<file path="src/hw/rtcb_params.svh">
`ifndef RTCB_PARAMS_SVH
`define RTCB_PARAMS_SVH
// ****************************************************************
// register offsets (byte addresses)
// ****************************************************************
`define RTCB_OFS_TIME       8'h00
`define RTCB_OFS_DATE       8'h04
`define RTCB_OFS_ALM_TIME   8'h08
`define RTCB_OFS_ALM_DATE   8'h0C
`define RTCB_OFS_CTRL       8'h10
`define RTCB_OFS_STATUS     8'h14
// ****************************************************************
// time word fields
// ****************************************************************
`define RTCB_HRT_MSB 30
`define RTCB_HRT_LSB 28
`define RTCB_HRU_MSB 27
`define RTCB_HRU_LSB 24
`define RTCB_MNT_MSB 22
`define RTCB_MNT_LSB 20
`define RTCB_MNU_MSB 19
`define RTCB_MNU_LSB 16
`define RTCB_SCT_MSB 15
`define RTCB_SCT_LSB 12
`define RTCB_SCU_MSB 11
`define RTCB_SCU_LSB 8
// ****************************************************************
// date word fields
// ****************************************************************
`define RTCB_MOT_MSB 20
`define RTCB_MOT_LSB 20
`define RTCB_MOU_MSB 19
`define RTCB_MOU_LSB 16
`define RTCB_DYT_MSB 13
`define RTCB_DYT_LSB 12
`define RTCB_DYU_MSB 11
`define RTCB_DYU_LSB 8
`define RTCB_WDY_MSB 2
`define RTCB_WDY_LSB 0
// ****************************************************************
// control and status bits, masks, reset values
// ****************************************************************
`define RTCB_CTRL_ON_BIT    15
`define RTCB_CTRL_LOCK_BIT  11
`define RTCB_STAT_SYNC_BIT  2
`define RTCB_STAT_HALF_BIT  0
`define RTCB_TIME_MASK      32'h7F7FFF00
`define RTCB_DATE_MASK      32'h001F3F07
`define RTCB_CTRL_MASK      32'h00008800
`define RTCB_RST_WORD       32'h00000000
// ****************************************************************
// timing
// ****************************************************************
`define RTCB_CLK_NS         25
`define RTCB_SEC_NS         1000000000
`define RTCB_SYNC_NS        1000
`endif

</file>
<file path="src/hw/rtcb_pkg.sv">
// ****************************************************************
// shared types
// ****************************************************************
package rtcb_pkg;
  // write channel progress
  typedef enum logic [1:0] {
    RTCB_WR_IDLE = 2'b00,
    RTCB_WR_ADDR = 2'b01,
    RTCB_WR_DATA = 2'b10,
    RTCB_WR_RESP = 2'b11
  } rtcb_wr_state_type;
  // register select
  typedef enum logic [2:0] {
    RTCB_SEL_TIME   = 3'b000,
    RTCB_SEL_DATE   = 3'b001,
    RTCB_SEL_ATIME  = 3'b010,
    RTCB_SEL_ADATE  = 3'b011,
    RTCB_SEL_CTRL   = 3'b100,
    RTCB_SEL_STATUS = 3'b101,
    RTCB_SEL_NONE   = 3'b111
  } rtcb_sel_type;
endpackage

</file>
<file path="src/hw/rtcb_cal_if.sv">
`timescale 1ns/100ps
`default_nettype none
// ****************************************************************
// link between register front end and calendar counters
// ****************************************************************
interface rtcb_cal_if;
  logic        tick;       // one-cycle seconds strobe
  logic        load_time;  // software load of time word
  logic        load_date;  // software load of date word
  logic [31:0] wdata;      // merged write word
  logic [31:0] time_word;  // running time
  logic [31:0] date_word;  // running date
  modport ctl (output tick, output load_time, output load_date, output wdata,
               input time_word, input date_word);
  modport cal (input tick, input load_time, input load_date, input wdata,
               output time_word, output date_word);
endinterface
`default_nettype wire

</file>
<file path="src/hw/rtcb_calendar.sv">
`timescale 1ns/100ps
`default_nettype none
`include "rtcb_params.svh"
// ****************************************************************
// bcd time and date counters
// ****************************************************************
module rtcb_calendar import rtcb_pkg::*; (
  input wire logic clk,
  input wire logic rst_n,
  rtcb_cal_if.cal  cal
);
  logic [31:0] time_reg, time_next;  // running time
  logic [31:0] date_reg, date_next;  // running date

  // step a bcd pair, wrap at last; bit 8 is the carry
  function automatic logic [8:0] bcd_step(input logic [7:0] v, input logic [7:0] last,
                                          input logic [7:0] first);
    logic [8:0] r;
    r = 9'h000;
    if (v >= last) r = {1'b1, first};
    else if (v[3:0] >= 4'h9) r = {1'b0, v[7:4] + 4'h1, 4'h0};
    else r = {1'b0, v + 8'h01};
    return r;
  endfunction

  // last day of a bcd month, no leap years
  function automatic logic [7:0] last_day(input logic [7:0] mon);
    case (mon)
      8'h02: last_day = 8'h28;
      8'h04, 8'h06, 8'h09, 8'h11: last_day = 8'h30;
      default: last_day = 8'h31;
    endcase
  endfunction

  // next values of the counters
  always_comb begin
    logic [8:0] s, m, h, d, mo;
    logic       day_carry;
    s = 9'h000;
    m = 9'h000;
    h = 9'h000;
    d = 9'h000;
    mo = 9'h000;
    day_carry = 1'b0;
    time_next = time_reg;
    date_next = date_reg;
    s = bcd_step(time_reg[`RTCB_SCT_MSB:`RTCB_SCU_LSB], 8'h59, 8'h00);
    m = bcd_step({1'b0, time_reg[`RTCB_MNT_MSB:`RTCB_MNU_LSB]}, 8'h59, 8'h00);
    h = bcd_step({1'b0, time_reg[`RTCB_HRT_MSB:`RTCB_HRU_LSB]}, 8'h23, 8'h00);
    if (cal.load_time) begin  // software wins over the tick
      time_next = cal.wdata & `RTCB_TIME_MASK;  // see RL7
    end else if (cal.tick) begin
      time_next[`RTCB_SCT_MSB:`RTCB_SCU_LSB] = s[7:0];  // see RL5 see RL6 see RL19
      if (s[8]) begin
        time_next[`RTCB_MNT_MSB:`RTCB_MNU_LSB] = m[6:0];  // see RL3 see RL4
        if (m[8]) begin
          time_next[`RTCB_HRT_MSB:`RTCB_HRU_LSB] = h[6:0];  // see RL1 see RL2
          day_carry = h[8];
        end
      end
    end
    d = bcd_step({2'b00, date_reg[`RTCB_DYT_MSB:`RTCB_DYU_LSB]},
                 last_day({3'b000, date_reg[`RTCB_MOT_MSB:`RTCB_MOU_LSB]}), 8'h01);
    mo = bcd_step({3'b000, date_reg[`RTCB_MOT_MSB:`RTCB_MOU_LSB]}, 8'h12, 8'h01);
    if (cal.load_date) begin
      date_next = cal.wdata & `RTCB_DATE_MASK;  // see RL13
    end else if (day_carry) begin
      date_next[`RTCB_DYT_MSB:`RTCB_DYU_LSB] = d[5:0];  // see RL10 see RL11
      date_next[`RTCB_WDY_MSB:`RTCB_WDY_LSB] =
        (date_reg[`RTCB_WDY_MSB:`RTCB_WDY_LSB] >= 3'h6) ? 3'h0
        : date_reg[`RTCB_WDY_MSB:`RTCB_WDY_LSB] + 3'h1;  // see RL12 see RL20
      if (d[8]) date_next[`RTCB_MOT_MSB:`RTCB_MOU_LSB] = mo[4:0];  // see RL8 see RL9
    end
  end

  // counter registers, cleared by reset
  always_ff @(posedge clk) begin
    if (!rst_n) begin
      time_reg <= `RTCB_RST_WORD;  // see RL15
      date_reg <= `RTCB_RST_WORD;
    end else begin
      time_reg <= time_next;
      date_reg <= date_next;
    end
  end

  assign cal.time_word = time_reg;
  assign cal.date_word = date_reg;
endmodule
`default_nettype wire

</file>
<file path="src/hw/rtcb_regs.sv">
`timescale 1ns/100ps
`default_nettype none
`include "rtcb_params.svh"
// Function
// RL1 - hour tens digit, bits 30:28, 0 to 2
// RL2 - hour units digit, bits 27:24, 0 to 9
// RL3 - minute tens digit, bits 22:20, 0 to 5
// RL4 - minute units digit, bits 19:16, 0 to 9
// RL5 - second tens digit, bits 15:12, 0 to 5
// RL6 - second units digit, bits 11:8, 0 to 9
// RL7 - time unused bits ignore writes, read zero
// RL8 - month tens digit at date bit 20
// RL9 - month units digit, bits 19:16, 0 to 9
// RL10 - day tens digit, bits 13:12, 0 to 3
// RL11 - day units digit, bits 11:8, 0 to 9
// RL12 - weekday in bits 2:0, 0 to 6
// RL13 - date unused bits ignore writes, read zero
// RL14 - alarm words share time and date layout
// RL15 - all writable fields zero after reset
// RL16 - read time only while sync flag clear
// RL17 - software leaves alarm words alone while pending
// RL18 - write lock blocks time and date writes
// RL19 - seconds tick carries through the whole calendar
// RL20 - weekday steps with day, 6 wraps to 0
module rtcb_regs import rtcb_pkg::*; #(
  parameter int unsigned SEC_CYCLES  = `RTCB_SEC_NS / `RTCB_CLK_NS,   // clocks per second
  parameter int unsigned SYNC_CYCLES = `RTCB_SYNC_NS / `RTCB_CLK_NS,  // sync window
  parameter int unsigned ADDR_W      = 8                               // bus address width
) (
  input  wire logic              CLK,
  input  wire logic              RST_N,
  input  wire logic [ADDR_W-1:0] AWADDR,
  input  wire logic [2:0]        AWPROT,
  input  wire logic              AWVALID,
  output logic                   AWREADY,
  input  wire logic [31:0]       WDATA,
  input  wire logic [3:0]        WSTRB,
  input  wire logic              WVALID,
  output logic                   WREADY,
  output logic [1:0]             BRESP,
  output logic                   BVALID,
  input  wire logic              BREADY,
  input  wire logic [ADDR_W-1:0] ARADDR,
  input  wire logic [2:0]        ARPROT,
  input  wire logic              ARVALID,
  output logic                   ARREADY,
  output logic [31:0]            RDATA,
  output logic [1:0]             RRESP,
  output logic                   RVALID,
  input  wire logic              RREADY
);
  localparam int CW = $clog2(SEC_CYCLES + 1);  // prescaler width

  // ****************************************************************
  // state
  // ****************************************************************
  rtcb_cal_if cal_if ();                                      // calendar link
  rtcb_wr_state_type wr_state_reg, wr_state_next;            // write channel
  logic [ADDR_W-1:0] awaddr_reg, awaddr_next;                // held address
  logic [31:0]       wdata_reg, wdata_next;                  // held data
  logic [3:0]        wstrb_reg, wstrb_next;                  // held strobes
  logic [1:0]        bresp_reg, bresp_next;                  // write answer
  logic              rvalid_reg, rvalid_next;                // read answer valid
  logic [31:0]       rdata_reg, rdata_next;                  // read data
  logic [1:0]        rresp_reg, rresp_next;                  // read answer code
  logic [31:0]       atime_reg, atime_next;                  // alarm time
  logic [31:0]       adate_reg, adate_next;                  // alarm date
  logic [31:0]       ctrl_reg, ctrl_next;                    // control one
  logic [CW-1:0]     cnt_reg, cnt_next;                      // seconds prescaler
  logic              do_write;                               // write commits now
  logic [ADDR_W-1:0] w_addr;                                 // address of commit
  logic [31:0]       w_data;                                 // data of commit
  logic [3:0]        w_strb;                                 // strobes of commit
  logic [31:0]       byte_mask;                              // strobes as bits
  rtcb_sel_type      w_sel;                                  // decoded write target
  logic              sync_flag;                              // time may change soon
  logic              half_flag;                              // second half of second
  logic              locked;                                 // timekeeping write lock

  // address decode, shared by read and write
  function automatic rtcb_sel_type decode(input logic [ADDR_W-1:0] a);
    case (a)
      ADDR_W'(`RTCB_OFS_TIME):     decode = RTCB_SEL_TIME;
      ADDR_W'(`RTCB_OFS_DATE):     decode = RTCB_SEL_DATE;
      ADDR_W'(`RTCB_OFS_ALM_TIME): decode = RTCB_SEL_ATIME;
      ADDR_W'(`RTCB_OFS_ALM_DATE): decode = RTCB_SEL_ADATE;
      ADDR_W'(`RTCB_OFS_CTRL):     decode = RTCB_SEL_CTRL;
      ADDR_W'(`RTCB_OFS_STATUS):   decode = RTCB_SEL_STATUS;
      default:                     decode = RTCB_SEL_NONE;
    endcase
  endfunction

  // ****************************************************************
  // calendar counters
  // ****************************************************************
  rtcb_calendar u_cal (
    .clk (CLK),
    .rst_n (RST_N),
    .cal (cal_if.cal)
  );

  // ****************************************************************
  // seconds prescaler and status flags
  // ****************************************************************
  assign locked    = ctrl_reg[`RTCB_CTRL_LOCK_BIT];
  assign sync_flag = ctrl_reg[`RTCB_CTRL_ON_BIT] &&
                     (cnt_reg >= CW'(SEC_CYCLES - SYNC_CYCLES));  // see RL16
  assign half_flag = cnt_reg >= CW'(SEC_CYCLES / 2);

  // prescaler counts only while the clock is switched on
  always_comb begin
    cnt_next = cnt_reg;
    cal_if.tick = 1'b0;
    if (!ctrl_reg[`RTCB_CTRL_ON_BIT]) begin
      cnt_next = '0;  // held at start of second
    end else if (cnt_reg == CW'(SEC_CYCLES - 1)) begin
      cnt_next = '0;
      cal_if.tick = 1'b1;  // see RL19
    end else begin
      cnt_next = cnt_reg + CW'(1);
    end
  end

  // ****************************************************************
  // write channel
  // ****************************************************************
  assign AWREADY = (wr_state_reg == RTCB_WR_IDLE) || (wr_state_reg == RTCB_WR_DATA);
  assign WREADY  = (wr_state_reg == RTCB_WR_IDLE) || (wr_state_reg == RTCB_WR_ADDR);
  assign BVALID  = wr_state_reg == RTCB_WR_RESP;
  assign BRESP   = bresp_reg;

  // pick live or held halves of the write
  always_comb begin
    w_addr = (AWVALID && AWREADY) ? AWADDR : awaddr_reg;
    w_data = (WVALID && WREADY) ? WDATA : wdata_reg;
    w_strb = (WVALID && WREADY) ? WSTRB : wstrb_reg;
    w_sel  = decode(w_addr);
    for (int i = 0; i < 4; i++) begin
      byte_mask[i*8 +: 8] = {8{w_strb[i]}};
    end
  end

  // channel sequencing, either half may come first
  always_comb begin
    wr_state_next = wr_state_reg;
    awaddr_next   = awaddr_reg;
    wdata_next    = wdata_reg;
    wstrb_next    = wstrb_reg;
    bresp_next    = bresp_reg;
    do_write      = 1'b0;
    if (AWVALID && AWREADY) awaddr_next = AWADDR;
    if (WVALID && WREADY) begin
      wdata_next = WDATA;
      wstrb_next = WSTRB;
    end
    case (wr_state_reg)
      RTCB_WR_IDLE: begin
        if (AWVALID && WVALID) do_write = 1'b1;
        else if (AWVALID) wr_state_next = RTCB_WR_ADDR;
        else if (WVALID) wr_state_next = RTCB_WR_DATA;
      end
      RTCB_WR_ADDR: begin
        if (WVALID) do_write = 1'b1;
      end
      RTCB_WR_DATA: begin
        if (AWVALID) do_write = 1'b1;
      end
      RTCB_WR_RESP: begin
        if (BREADY) wr_state_next = RTCB_WR_IDLE;
      end
      default: wr_state_next = RTCB_WR_IDLE;
    endcase
    if (do_write) begin
      wr_state_next = RTCB_WR_RESP;
      bresp_next = (w_sel == RTCB_SEL_NONE) ? 2'b10 : 2'b00;  // unmapped gives SLVERR
    end
  end

  // register targets of a committed write
  always_comb begin
    atime_next = atime_reg;
    adate_next = adate_reg;
    ctrl_next  = ctrl_reg;
    cal_if.load_time = 1'b0;
    cal_if.load_date = 1'b0;
    cal_if.wdata = 32'h00000000;
    if (do_write) begin
      case (w_sel)
        RTCB_SEL_TIME: begin
          cal_if.load_time = !locked;  // see RL18
          cal_if.wdata = (cal_if.time_word & ~byte_mask) | (w_data & byte_mask);
        end
        RTCB_SEL_DATE: begin
          cal_if.load_date = !locked;  // see RL18
          cal_if.wdata = (cal_if.date_word & ~byte_mask) | (w_data & byte_mask);
        end
        RTCB_SEL_ATIME:
          atime_next = ((atime_reg & ~byte_mask) | (w_data & byte_mask))
                       & `RTCB_TIME_MASK;  // see RL14
        RTCB_SEL_ADATE:
          adate_next = ((adate_reg & ~byte_mask) | (w_data & byte_mask))
                       & `RTCB_DATE_MASK;  // see RL14
        RTCB_SEL_CTRL:
          ctrl_next = ((ctrl_reg & ~byte_mask) | (w_data & byte_mask)) & `RTCB_CTRL_MASK;
        default: ctrl_next = ctrl_reg;  // status and unmapped hold
      endcase
    end
  end

  // ****************************************************************
  // read channel
  // ****************************************************************
  assign ARREADY = !rvalid_reg;
  assign RVALID  = rvalid_reg;
  assign RDATA   = rdata_reg;
  assign RRESP   = rresp_reg;

  // one read in flight, answered the cycle after the address
  always_comb begin
    rvalid_next = rvalid_reg;
    rdata_next  = rdata_reg;
    rresp_next  = rresp_reg;
    if (rvalid_reg && RREADY) rvalid_next = 1'b0;
    if (ARVALID && !rvalid_reg) begin
      rvalid_next = 1'b1;
      rresp_next  = 2'b00;
      case (decode(ARADDR))
        RTCB_SEL_TIME:   rdata_next = cal_if.time_word & `RTCB_TIME_MASK;  // see RL7
        RTCB_SEL_DATE:   rdata_next = cal_if.date_word & `RTCB_DATE_MASK;  // see RL13
        RTCB_SEL_ATIME:  rdata_next = atime_reg;
        RTCB_SEL_ADATE:  rdata_next = adate_reg;
        RTCB_SEL_CTRL:   rdata_next = ctrl_reg;
        RTCB_SEL_STATUS: begin
          rdata_next = 32'h00000000;
          rdata_next[`RTCB_STAT_SYNC_BIT] = sync_flag;
          rdata_next[`RTCB_STAT_HALF_BIT] = half_flag;
        end
        default: begin
          rdata_next = 32'h00000000;
          rresp_next = 2'b10;  // unmapped
        end
      endcase
    end
  end

  // ****************************************************************
  // registers
  // ****************************************************************
  always_ff @(posedge CLK) begin
    if (!RST_N) begin
      wr_state_reg <= RTCB_WR_IDLE;
      awaddr_reg   <= '0;
      wdata_reg    <= 32'h00000000;
      wstrb_reg    <= 4'h0;
      bresp_reg    <= 2'b00;
      rvalid_reg   <= 1'b0;
      rdata_reg    <= 32'h00000000;
      rresp_reg    <= 2'b00;
      atime_reg    <= `RTCB_RST_WORD;  // see RL15
      adate_reg    <= `RTCB_RST_WORD;
      ctrl_reg     <= `RTCB_RST_WORD;
      cnt_reg      <= '0;
    end else begin
      wr_state_reg <= wr_state_next;
      awaddr_reg   <= awaddr_next;
      wdata_reg    <= wdata_next;
      wstrb_reg    <= wstrb_next;
      bresp_reg    <= bresp_next;
      rvalid_reg   <= rvalid_next;
      rdata_reg    <= rdata_next;
      rresp_reg    <= rresp_next;
      atime_reg    <= atime_next;
      adate_reg    <= adate_next;
      ctrl_reg     <= ctrl_next;
      cnt_reg      <= cnt_next;
    end
  end
endmodule
`default_nettype wire

</file>
<file path="config.mk">
export PLATFORM = sky130hd
export DESIGN_NAME = rtcb_regs
export DESIGN_NICKNAME = d
export VERILOG_FILES = /design/src/hw/rtcb_pkg.sv /design/src/hw/rtcb_cal_if.sv /design/src/hw/rtcb_calendar.sv /design/src/hw/rtcb_regs.sv
export VERILOG_INCLUDE_DIRS = /design/src /design/src/hw
export SDC_FILE = /design/constraint.sdc
export NUM_CORES = 1
export LEC_CHECK = 0
export BUFFER_PORTS_ARGS = -buffer_cell sky130_fd_sc_hd__buf_4
export CAP_MARGIN = 40
export CORE_UTILIZATION = 50
export DETAILED_ROUTE_END_ITERATION = 10
export PLACE_DENSITY = 0.74
export SYNTH_ARGS = -nofsm -noshare
export SYNTH_HDL_FRONTEND = slang
export SYNTH_HIERARCHICAL = 1
export SYNTH_SLANG_ARGS = --single-unit
</file>
<file path="constraint.sdc">
create_clock -name CLK -period 4 [get_ports CLK]
set_clock_uncertainty 0.2 [all_clocks]
set_input_delay 0.2 -clock CLK [delete_from_list [all_inputs] [get_ports CLK]]
set_output_delay 0.2 -clock CLK [all_outputs]
set_load 0.05 [all_outputs]
</file>
==> out/qor.csv <==
stage;metric;value;unit
status;status;complete, but fails checks;
status;violations;design-rule violations;
floorplanning;io_pins;106;
floorplanning;initial_core_util;0.514;
cells_and_area;seqCellArea;3340;sq um
floorplanning;die_h;138;microns
clocking;post_cts_buffers;0;
clocking;htreeDepth;4;
routing;wirelength;25900;microns
sta;timing.final.ws_setup;0.327;ns
sta;max_slew_margin;0.354;
worst_setup_path;cp-end-kind;flip-flop;
placed_design;place_ws;0.467;ns
pwr;sw_frac_of_total;0.264;
floorplanning;die_x;138;microns
pwr;power_frac_seq;0.454;
global_route;use_met2;0.455;
placed_design;dpl-instance-area;10000;sq um
sta;finalHoldViolations;0;
synthesis;yosysWarnings;6;
pwr;p_int;2.79;mW
floorplanning;coreArea;18100;sq um
pwr;peakVddDrop;297;uV
cells_and_area;instances_no_fill;1424;
routing;postRouteAntennaNets;0;
cells_and_area;n_antenna_cell;0;
sta;fmax;272;MHz
sta;setup_viol;0;
cells_and_area;area_growth;18.3;%
routing;vias;8601;
clocking;clk_pin_slew;0.07;ns
routing;first_pass_iters;8;
worst_setup_path;cp.required;4.07;ns
sta;finalMaxSlewViolations;0;
sta;hold_ws;0.0217;ns
pwr;combPwrFrac;0.111;
routing;drt_iter0_markers;813;
global_route;track_usage;0.272;
global_route;use_met3;0.0554;
floorplanning;die_area;19200;sq um
global_route;grt_max_degree;64;
clocking;cts_resized;0;
sta;post-route-min-period;3.67;ns
global_route;met1_usage;0.343;
cells_and_area;multi_input_area;5460;sq um
job;drv_cap;0;
cells_and_area;final_layout_size_suffix_gt1_frac;0.158;
placed_design;gp_congestion;0.909;
routing;drt-wirelength-per-cell;18.2;microns
global_route;grt_overflow_total;0;
synthesis;avgSynthCellArea;8.59;sq um
clocking;cts-root-buf;clkbuf_16;
clocking;cts_max_path_buffers;2;
global_route;grt_pass1_vias;8202;
worst_setup_path;crit_path_start_kind;flip-flop;
clocking;worst_skew_pair.late_latency;0.43;ns
placed_design;dp_hpwl;17300;microns
pwr;switchingPower;1.00;mW
worst_setup_path;cp_max_fo;27;
clocking;cts-buffers-inserted;17;
routing;drc_errors;8;
global_route;antenna_found_initial;0;
placed_design;port_buffers;83;
worst_setup_path;path_class;flip-flop to flip-flop;
pwr;power;3.79;mW
worst_hold_path;min_path_type;input port to flip-flop;
sta;final.period_utilization;0.918;
worst_setup_path;cp.arrival;3.74;ns
pwr;power_density;344;nW/um^2
cells_and_area;finalInstanceArea;11000;sq um
cells_and_area;nFillCells;1579;
cells_and_area;fin_util;0.608;
cells_and_area;nNetsFinal;1277;
clocking;cts_tree;done;
sta;rsz0062_at_grt;false;
sta;tns;0;ns
synthesis;synthCells;1083;
clocking;cts.sinks;167;
floorplanning;row_count;49;
placed_design;dp.cells;1353;
pwr;power.leakage;4.11;nW
sta;worst_slew_pin_slew;0.962;ns
pwr;clockPowerShare;0.435;
global_route;grt_pass1_wl;41800;microns
routing;via_per_inst;6.04;
synthesis;netlist_area;9300;sq um
global_route;grt_busiest_layer;met2;
-- what timing repair did --
action                                  in CTS  in global routing
hold endpoints to repair                    36                  0
hold buffers                                39                  0
endpoints found under the setup margin       0                  0
-- cell usage in the layout (no fill, tap or decap), drive strengths merged, types with 35 or more instances in the layout --
master,instances
dfxtp,167
nand2,123
buf,103
nor2,71
o21ai,54
nor3,51
inv,44
dlygate4sd3,39
mux2i,35
a21oi,35
-- cell type report --
class	count	share of cell area
Clock buffer	18	0.0390
Clock inverter	14	0.0135
Tap cell	229	0.0260
Multi-Input combinational cell	813	0.497
Sequential cell	167	0.304
Timing Repair Buffer	143	0.107
Inverter	40	0.0137
-- worst paths after layout --
| kind | start | to | slack (ns) | cells after the start |
|---|---|---|---|---|
| setup / recovery | wr_state_reg[0] | u_cal/cal.time_word[25] | 0.33 | 10 |
| hold / removal | WDATA[11] | wdata_reg[11] | 0.02 | 4 |
| setup reg to reg | wr_state_reg[0] | u_cal/cal.time_word[25] | 0.33 | 10 |
| hold reg to reg | RDATA[28] | RDATA[28] | 0.25 | 2 |
-- layer usage --
layer,part of all wire,vias up
li1,-,4097
met5,0,-
met3,0.066,48
met2,0.48,317
met1,0.43,4139
met4,0.021,0
-- power groups by stage --
stage	Combinational, mW	Sequential (mW)	Clock, mW
final	0.422	1.72	1.65
after global routing	0.453	1.72	1.74
after CTS	0.415	1.72	1.66
after detailed placement	0.381	1.76	0
after global placement	0.376	1.76	0
after floorplan	0.273	1.76	0
-- critical path, stage by stage (launching register included) --
cell      delay [ns]
dfxtp_1         0.37
nand2b_1        0.46
o32ai_1         0.67
o211ai_1        0.25
nor3b_2         0.20
buf_4           0.33
a211oi_1        0.21
nor2_2          0.30
nand2_2         0.16
a221oi_1        0.26
a211oi_1        0.10
(Power assumes the default switching activity.)
